$ cat src/ccdc_consts.vh
// Register map, field positions, reset values and divider codes for the clock control block.
`ifndef CCDC_CONSTS_VH
`define CCDC_CONSTS_VH
`define CCDC_ADDR_PIN_MODE 16'hFF9F
`define CCDC_ADDR_INT_OSC 16'hFFA0
`define CCDC_ADDR_HS_OSC 16'hFFA2
`define CCDC_ADDR_CPU_DIV 16'hFFFB
`define CCDC_RST_PIN_MODE 8'h00
`define CCDC_RST_INT_OSC 8'h00
`define CCDC_RST_HS_OSC 8'h80
`define CCDC_RST_CPU_DIV 8'h01
`define CCDC_BIT_EXT_CLK_SEL 7
`define CCDC_BIT_OSC_SEL 6
`define CCDC_BIT_HS_INT_STABLE 7
`define CCDC_BIT_LS_OSC_STOP 1
`define CCDC_BIT_HS_INT_STOP 0
`define CCDC_BIT_HS_SYS_STOP 7
`define CCDC_DIV_MSB 2
`define CCDC_DIV_BY1 3'h0
`define CCDC_DIV_BY2 3'h1
`define CCDC_DIV_BY4 3'h2
`define CCDC_DIV_BY8 3'h3
`define CCDC_DIV_BY16 3'h4
`define CCDC_CPU_CLKS_PER_INSTR 2'h2
`endif

$ cat src/ccdc_top.v
// Clock source selection, oscillator control and CPU clock divider with its register file.
// Function
// - Pin mode register resets to zero, port pins.
// - Pin mode pair decodes port, crystal, external.
// - Divider register resets to divide by two.
// - Divider codes give one, two, four, eight, sixteen.
// - Peripheral clock stays undivided main clock.
// - Fastest instruction takes two CPU clocks.
// - Oscillator mode reads zero, then stable flag.
// - Read-only bit seven shows high-speed stability.
// - Bit one stops the low-speed oscillator.
// - Low-speed stop needs option permission.
// - Bit zero stops the high-speed internal oscillator.
// - High-speed control resets with stop set.
// - Stop bit gates crystal or external clock.
// - Main clock status shows selected clock source.
// - CPU starts on internal oscillator after reset.
`include "ccdc_consts.vh"

module ccdc_top (
	// Clock and reset.
	input wire clk_i,
	input wire sys_rst_i,
	// Internal memory bus, same clock domain.
	input wire [15:0] mem_addr_i,
	input wire mem_wr_i,
	input wire mem_rd_i,
	input wire [7:0] mem_wdata_i,
	output reg [7:0] mem_rdata_o,
	// Oscillator status and option inputs.
	input wire hs_int_osc_ready_i,
	input wire ls_stop_allowed_i,
	input wire main_clock_select_i,
	// Oscillator and pin controls.
	output reg hs_int_osc_en_o,
	output reg ls_osc_en_o,
	output reg crystal_oscillator_en_o,
	output reg ext_clock_en_o,
	output reg pin1_port_o,
	output reg pin2_port_o,
	// Clock strobes and status.
	output reg cpu_clk_tick_o,
	output reg instr_slot_o,
	output reg periph_clk_tick_o,
	output reg main_clock_status_o
);

	// Registered state.
	reg external_clock_select_ff;
	reg oscillator_select_ff;
	reg [`CCDC_DIV_MSB:0] div_code_ff;
	reg [`CCDC_DIV_MSB:0] div_act_ff;
	reg [3:0] div_cnt_ff;
	reg instr_phase_ff;
	reg low_speed_osc_stop_ff;
	reg hs_internal_osc_stop_ff;
	reg hs_internal_osc_stable_ff;
	reg hs_system_clock_stop_ff;
	reg [2:0] ready_sync_ff;
	reg ready_filt_ff;
	reg main_clock_status_ff;

	// Next values.
	reg [3:0] nxt_div_cnt;
	reg [`CCDC_DIV_MSB:0] nxt_div_act;
	reg nxt_tick;
	reg [7:0] nxt_rdata;

	wire wr_pin_mode;
	wire wr_int_osc;
	wire wr_hs_osc;
	wire wr_cpu_div;

	// Reset images of the registers; only the fields with storage are sliced out of them.
	localparam [7:0] rst_pin_mode = `CCDC_RST_PIN_MODE;
	localparam [7:0] rst_int_osc = `CCDC_RST_INT_OSC;
	localparam [7:0] rst_hs_osc = `CCDC_RST_HS_OSC;
	localparam [7:0] rst_cpu_div = `CCDC_RST_CPU_DIV;

	// Last count of a divider period; prohibited codes fall back to sixteen.
	function [3:0] div_last;
		input [`CCDC_DIV_MSB:0] code;
		begin
			case (code)
				`CCDC_DIV_BY1: div_last = 4'h0;
				`CCDC_DIV_BY2: div_last = 4'h1;
				`CCDC_DIV_BY4: div_last = 4'h3;
				`CCDC_DIV_BY8: div_last = 4'h7;
				`CCDC_DIV_BY16: div_last = 4'hF;
				default: div_last = 4'hF;
			endcase
		end
	endfunction

	// Address decode of the four registers.
	assign wr_pin_mode = mem_wr_i && (mem_addr_i == `CCDC_ADDR_PIN_MODE);
	assign wr_int_osc = mem_wr_i && (mem_addr_i == `CCDC_ADDR_INT_OSC);
	assign wr_hs_osc = mem_wr_i && (mem_addr_i == `CCDC_ADDR_HS_OSC);
	assign wr_cpu_div = mem_wr_i && (mem_addr_i == `CCDC_ADDR_CPU_DIV);

	// Software-writable fields; reserved bits have no storage at all.
	always @(posedge clk_i or posedge sys_rst_i) begin
		if (sys_rst_i) begin
			external_clock_select_ff <= rst_pin_mode[`CCDC_BIT_EXT_CLK_SEL];
			oscillator_select_ff <= rst_pin_mode[`CCDC_BIT_OSC_SEL];
			div_code_ff <= rst_cpu_div[`CCDC_DIV_MSB:0];
			low_speed_osc_stop_ff <= rst_int_osc[`CCDC_BIT_LS_OSC_STOP];
			hs_internal_osc_stop_ff <= rst_int_osc[`CCDC_BIT_HS_INT_STOP];
			hs_system_clock_stop_ff <= rst_hs_osc[`CCDC_BIT_HS_SYS_STOP];
		end else begin
			if (wr_pin_mode) begin
				external_clock_select_ff <= mem_wdata_i[`CCDC_BIT_EXT_CLK_SEL];
				oscillator_select_ff <= mem_wdata_i[`CCDC_BIT_OSC_SEL];
			end
			if (wr_cpu_div) begin
				div_code_ff <= mem_wdata_i[`CCDC_DIV_MSB:0];
			end
			if (wr_int_osc) begin
				low_speed_osc_stop_ff <= mem_wdata_i[`CCDC_BIT_LS_OSC_STOP];
				hs_internal_osc_stop_ff <= mem_wdata_i[`CCDC_BIT_HS_INT_STOP];
			end
			if (wr_hs_osc) begin
				hs_system_clock_stop_ff <= mem_wdata_i[`CCDC_BIT_HS_SYS_STOP];
			end
		end
	end

	// The ready level comes from the analog oscillator, so it passes three flops and
	// only changes the filtered copy once the second and third stages agree.
	always @(posedge clk_i or posedge sys_rst_i) begin
		if (sys_rst_i) begin
			ready_sync_ff <= 3'h0;
			ready_filt_ff <= 1'b0;
		end else begin
			ready_sync_ff <= {ready_sync_ff[1:0], hs_int_osc_ready_i};
			if (ready_sync_ff[1] == ready_sync_ff[2]) begin
				ready_filt_ff <= ready_sync_ff[2];
			end
		end
	end

	// Stable flag reads zero after release and rises by itself; it drops one
	// cycle after the stop bit is set, since it is registered from that bit.
	always @(posedge clk_i or posedge sys_rst_i) begin
		if (sys_rst_i) begin
			hs_internal_osc_stable_ff <= rst_int_osc[`CCDC_BIT_HS_INT_STABLE];
		end else begin
			hs_internal_osc_stable_ff <= ready_filt_ff && !hs_internal_osc_stop_ff;
		end
	end

	// Main clock status follows the select line; reset leaves the internal source.
	always @(posedge clk_i or posedge sys_rst_i) begin
		if (sys_rst_i) begin
			main_clock_status_ff <= 1'b0;
		end else begin
			main_clock_status_ff <= main_clock_select_i;
		end
	end

	// The active ratio only changes at a period boundary, so no short CPU period
	// is ever produced when software rewrites the divider mid-period.
	always @* begin
		nxt_div_cnt = div_cnt_ff + 4'h1;
		nxt_div_act = div_act_ff;
		nxt_tick = 1'b0;
		if (div_cnt_ff >= div_last(div_act_ff)) begin
			nxt_div_cnt = 4'h0;
			nxt_div_act = div_code_ff;
			nxt_tick = 1'b1;
		end
	end

	// Divider counter and CPU clock strobes.
	always @(posedge clk_i or posedge sys_rst_i) begin
		if (sys_rst_i) begin
			div_cnt_ff <= 4'h0;
			div_act_ff <= rst_cpu_div[`CCDC_DIV_MSB:0];
			instr_phase_ff <= 1'b0;
			cpu_clk_tick_o <= 1'b0;
			instr_slot_o <= 1'b0;
			periph_clk_tick_o <= 1'b0;
		end else begin
			div_cnt_ff <= nxt_div_cnt;
			div_act_ff <= nxt_div_act;
			cpu_clk_tick_o <= nxt_tick;
			periph_clk_tick_o <= 1'b1;
			if (nxt_tick) begin
				instr_phase_ff <= ~instr_phase_ff;
			end
			instr_slot_o <= nxt_tick && instr_phase_ff;
		end
	end

	// Oscillator enables and pin usage decoded from the control fields.
	always @(posedge clk_i or posedge sys_rst_i) begin
		if (sys_rst_i) begin
			hs_int_osc_en_o <= 1'b1;
			ls_osc_en_o <= 1'b1;
			crystal_oscillator_en_o <= 1'b0;
			ext_clock_en_o <= 1'b0;
			pin1_port_o <= 1'b1;
			pin2_port_o <= 1'b1;
			main_clock_status_o <= 1'b0;
		end else begin
			hs_int_osc_en_o <= !hs_internal_osc_stop_ff;
			ls_osc_en_o <= !(low_speed_osc_stop_ff && ls_stop_allowed_i);
			crystal_oscillator_en_o <= !external_clock_select_ff && oscillator_select_ff
				&& !hs_system_clock_stop_ff;
			ext_clock_en_o <= external_clock_select_ff && oscillator_select_ff
				&& !hs_system_clock_stop_ff;
			pin1_port_o <= !(oscillator_select_ff && !external_clock_select_ff);
			pin2_port_o <= !oscillator_select_ff;
			main_clock_status_o <= main_clock_status_ff;
		end
	end

	// Read mux; unmapped addresses and reserved bits read as zero.
	always @* begin
		nxt_rdata = 8'h00;
		case (mem_addr_i)
			`CCDC_ADDR_PIN_MODE: begin
				nxt_rdata[`CCDC_BIT_EXT_CLK_SEL] = external_clock_select_ff;
				nxt_rdata[`CCDC_BIT_OSC_SEL] = oscillator_select_ff;
			end
			`CCDC_ADDR_INT_OSC: begin
				nxt_rdata[`CCDC_BIT_HS_INT_STABLE] = hs_internal_osc_stable_ff;
				nxt_rdata[`CCDC_BIT_LS_OSC_STOP] = low_speed_osc_stop_ff;
				nxt_rdata[`CCDC_BIT_HS_INT_STOP] = hs_internal_osc_stop_ff;
			end
			`CCDC_ADDR_HS_OSC: begin
				nxt_rdata[`CCDC_BIT_HS_SYS_STOP] = hs_system_clock_stop_ff;
			end
			`CCDC_ADDR_CPU_DIV: begin
				nxt_rdata[`CCDC_DIV_MSB:0] = div_code_ff;
			end
			default: begin
				nxt_rdata = 8'h00;
			end
		endcase
	end

	// Read data is registered and held until the next read.
	always @(posedge clk_i or posedge sys_rst_i) begin
		if (sys_rst_i) begin
			mem_rdata_o <= 8'h00;
		end else if (mem_rd_i) begin
			mem_rdata_o <= nxt_rdata;
		end
	end

endmodule // ccdc_top

$ cat config.mk
export PLATFORM = sky130hd
export DESIGN_NAME = ccdc_top
export DESIGN_NICKNAME = d
export VERILOG_FILES = /design/src/ccdc_top.v
export VERILOG_INCLUDE_DIRS = /design/src
export SDC_FILE = /design/constraint.sdc
export NUM_CORES = 1
export LEC_CHECK = 0
export BUFFER_PORTS_ARGS = -buffer_cell sky130_fd_sc_hd__buf_2
export CAP_MARGIN = 40
export CORE_MARGIN = 5
export CORE_UTILIZATION = 53
export DETAILED_ROUTE_END_ITERATION = 12
export PLACE_DENSITY = 0.83
export SYNTH_ARGS = -nofsm -noshare
export SYNTH_HDL_FRONTEND = slang
export SYNTH_SLANG_ARGS = --single-unit
$ cat constraint.sdc
create_clock -name clk_i -period 3.2 [get_ports clk_i]
set_clock_uncertainty 0.15 [all_clocks]
set_input_delay 0.64 -clock clk_i [delete_from_list [all_inputs] [get_ports clk_i]]
set_output_delay 0.64 -clock clk_i [all_outputs]
set_load 0.01 [all_outputs]
==> flow_summary.yaml <==
layout:
  final_layout_size_suffix_gt1_share_pct: 38.4
  final_antenna_diode_count: 0
  finish.cell_count_without_fillers: 208
  area.growth.synth_to_final_pct: 21.8
  nFillCells: 211
  postLayoutCoreUtil_pct: 68.4
  finish.net_count: 212
global_routing:
  groute.usage.overall_pct: 15.5
  antenna_found_initial: 0
  grt_overflow: 0
  grt_start_max_net_pins: 38
  grt_pass1_vias: 1086
  grt_pass1_wl_microns: 4940
sta:
  rsz0062_at_grt: "no"
  finalSetupViolations: 0
  worst_max_slew_margin_expressed_relative_to_the_limit_pct: 60.7
  post-route-period-util_pct: 73.5
  final.setup.tns_ns: 0
  timing.final.crit_period_ns: 2.35
  timing_max_transition_violations_final: 0
  tightest_slew_ns: 0.584
  fmaxAchievable_mhz: 425
  final-hold-violation-count: 0
worst_setup_path:
  critPathArrivalTime_ns: 2.44
  worst_setup_path_end_kind: "flip-flop"
  timing.reg2reg.worst_path_depth: 6
  cp_num_buf_inv: 0
  cell_family_with_the_largest_share_of_critical_path_delay: "simple AND/OR/NAND/NOR gates"
  critical-path-slowest-cell: "dfrtp_1"
  crit_type: "flip-flop to flip-flop"
  cp_max_fo: 10
  cp_num_cells: 6
  crit_path_start_kind: "flip-flop"
  cp_data_required_time_ns: 3.29
  cp_cell_sequence: "or3_1, ha_1, nand2b_1, a21oi_1, o21ai_2, mux2_2"
  slowest_delay_ns: 0.43
  reg2reg_setup_slack_ns: 0.85
synthesis:
  synth_cell_types: 35
  yosys.area.top_type: "dfrtp_1"
  synth-seq-cells: 37
  ys.warnings.count: 0
  synth_top_flop_cell: "dfrtp_1"
  seq_area_frac_synth_pct: 59.9
  async_reset_ff_share_pct: 100
  synth.cell_area_sq_um: 1560
  synth_top_cells_by_area: "dfrtp_1 48%, dfstp_2 12%, mux2_1 5.0%"
  syn_inst: 128
  syn-mean-instance-area_sq_um: 12.2
  synth_top_area_share_pct: 48.1
  synth_enable_flop_cells: 0
power_and_ir_drop:
  vdd_ir_drop_max_mv: 0.398
  sequentialPowerShare_pct: 52.2
  clkPwrFrac_pct: 43.0
  switching_share_pct: 19.7
  cellPowerDensity_nw_per_um2: 481
  switching_power_uw: 180
  power.leakage_uw: 0.000938
  p_comb_share_pct: 4.9
  internal_power_uw: 735
clock_network:
  clk_pin_slew_ns: 0.11
  holdBufCountCts: 0
  cts.repair_timing.setup_buffer_count: 0
  cts.sinks: 37
  clock_insertion_delay_worst_skew_ns: 0.34
  total_of_cells_resized_after_clock_tree_synthesis: 0
  cts_max_path_buffers: 2
  ctsRootBufferMaster: "clkbuf_4"
  htree_levels: 2
  inserted_clock_buffers: 5
  cts_tree: "done"
floorplanning:
  dieArea_sq_um: 4130
  io_pins: 49
  placement_rows: 19
  dieWidth_microns: 64.3
  initial_utilization_pct: 56.1
  fp.dieH_microns: 64.3
  design.core.area_sq_um: 2780
placed_design:
  dpl.cell_count: 200
  port-buffer-count: 42
  detailed_place_hpwl_microns: 2310
  routabilityCongestion: 0.798
hold_path:
  worst_hold_path_type: "flip-flop to flip-flop"
  min_path_cells: 0
routing:
  drt_wl_total_microns: 3010
  detail_route.first_pass.iterations: 4
  detail-route-antenna-nets: 0
  drt_iter0_drc: 38
  detail_route.drc_violations: 0
  routed-via-count: 1060
  dr_wl_cell_microns: 14.4
  viasPerCell: 5.10
status:
  status: "completed"
run:
  maxCapViolCount: 0
-- kinds of logic after synthesis --
| group | Yosys count | synth area share [%] |
|---|---|---|
| AOI/OAI and AO/OA | 13 | 5.45 |
| and+or+nand+nor | 39 | 15.2 |
| adders and majority gates | 6 | 4.65 |
| xor gates and xnor gates | 3 | 1.68 |
| other | 2 | 0.481 |
| DFF | 37 | 59.9 |
| muxes | 11 | 7.85 |
| buffers and inverters | 17 | 4.81 |
-- metal layers --
metal	track usage, %	wire, microns	vias up
li1	-	-	520
met1	17.1	1190	511
met2	25.1	1580	23
met3	7.18	177	6
met4	7.63	57	0
met5	0	0	-
-- final timing paths --
| kind | to | startpoint |
|---|---|---|
| worst min-delay path | ready_sync_ff[1]$_DFF_PP0_ | ready_sync_ff[0]$_DFF_PP0_ |
| worst min register to register | ready_sync_ff[1]$_DFF_PP0_ | ready_sync_ff[0]$_DFF_PP0_ |
| worst max-delay path | div_act_ff[1]$_DFFE_PP0P_ | div_act_ff[2]$_DFFE_PP0P_ |
| max in group asynchronous | hs_int_osc_en_o$_DFF_PP1_ | sys_rst_i |
| worst max register to register | div_act_ff[1]$_DFFE_PP0P_ | div_act_ff[2]$_DFFE_PP0P_ |
| min in group asynchronous | main_clock_status_ff$_DFF_PP0_ | sys_rst_i |
-- placed cells by master, fill, tap and decap left out, drive strengths merged, types with 4 or more instances in the layout --
cell type / netlist / routed
dfrtp: 30 / 30
o21ai: 4 / 4
ha: 5 / 5
nand2: 8 / 8
mux2: 10 / 10
inv: 13 / 13
dfstp: 7 / 7
clkbuf: 1 / 5
buf: 3 / 43
nor2b: 4 / 4
nand3: 5 / 5
conb: 2 / 4
nor2: 8 / 8
-- worst register-to-register path: stages (launching register included) --
cell      delay, ns
dfrtp_1        0.43
or3_1          0.40
ha_1           0.29
nand2b_1       0.10
a21oi_1        0.07
o21ai_2        0.42
mux2_2         0.39
-- sequential cells by signal, indices dropped and copies added, names as in the netlist, 3 cells and up --
name,count
mem_rdata_o,5
div_cnt_ff,4
div_act_ff,3
div_code_ff,3
ready_sync_ff,3
-- through the flow --
stage	area (sq um)	hold WS (ns)	setup slack, ns	power, uW
5_1_grt	1900	0.215	0.767	954
6_report	1900	0.214	0.847	915
2_1_floorplan	1570	0.181	1.08	508
4_1_cts	1900	0.212	0.846	928
3_3_place_gp	1800	0.183	0.962	529
3_5_place_dp	1800	0.186	0.920	532
-- Yosys cell counts (2+ instances only) --
| master | number |
|---|---|
| mux2_2 | 3 |
| o22ai_1 | 2 |
| nand4_1 | 2 |
| nand3_1 | 4 |
| nand2_1 | 8 |
| inv_1 | 13 |
| dfrtp_1 | 30 |
| nor3_4 | 2 |
| conb_1 | 2 |
| mux2_1 | 7 |
| nor2_1 | 8 |
| nor2b_1 | 4 |
| ha_1 | 5 |
| nand2b_1 | 2 |
| dfstp_2 | 7 |
| o21ai_1 | 3 |
| buf_4 | 3 |
| a41oi_1 | 3 |
| xor2_1 | 2 |
| a21oi_1 | 3 |
-- final cells by class --
cell class                 count  area [sq um]  area share [%]
clock buffer                   5          37.5            1.97
clock inverter                 3          65.1            3.42
inverter                      13          48.8            2.57
multi-input combinational     76           559            29.4
sequential                    37           935            49.1
tap                           31          38.8            2.04
timing repair buffer          43           218            11.4
-- power groups by stage --
stage	Clock [uW]	Combinational (uW)	Sequential (uW)
floorplan	0	21.1	487
global placement	0	42.8	486
detailed placement	0	44.9	487
CTS	405	45.2	478
global route	425	49.9	479
finish	393	44.4	478
No activity file was read; power rests on OpenSTA's default activity.
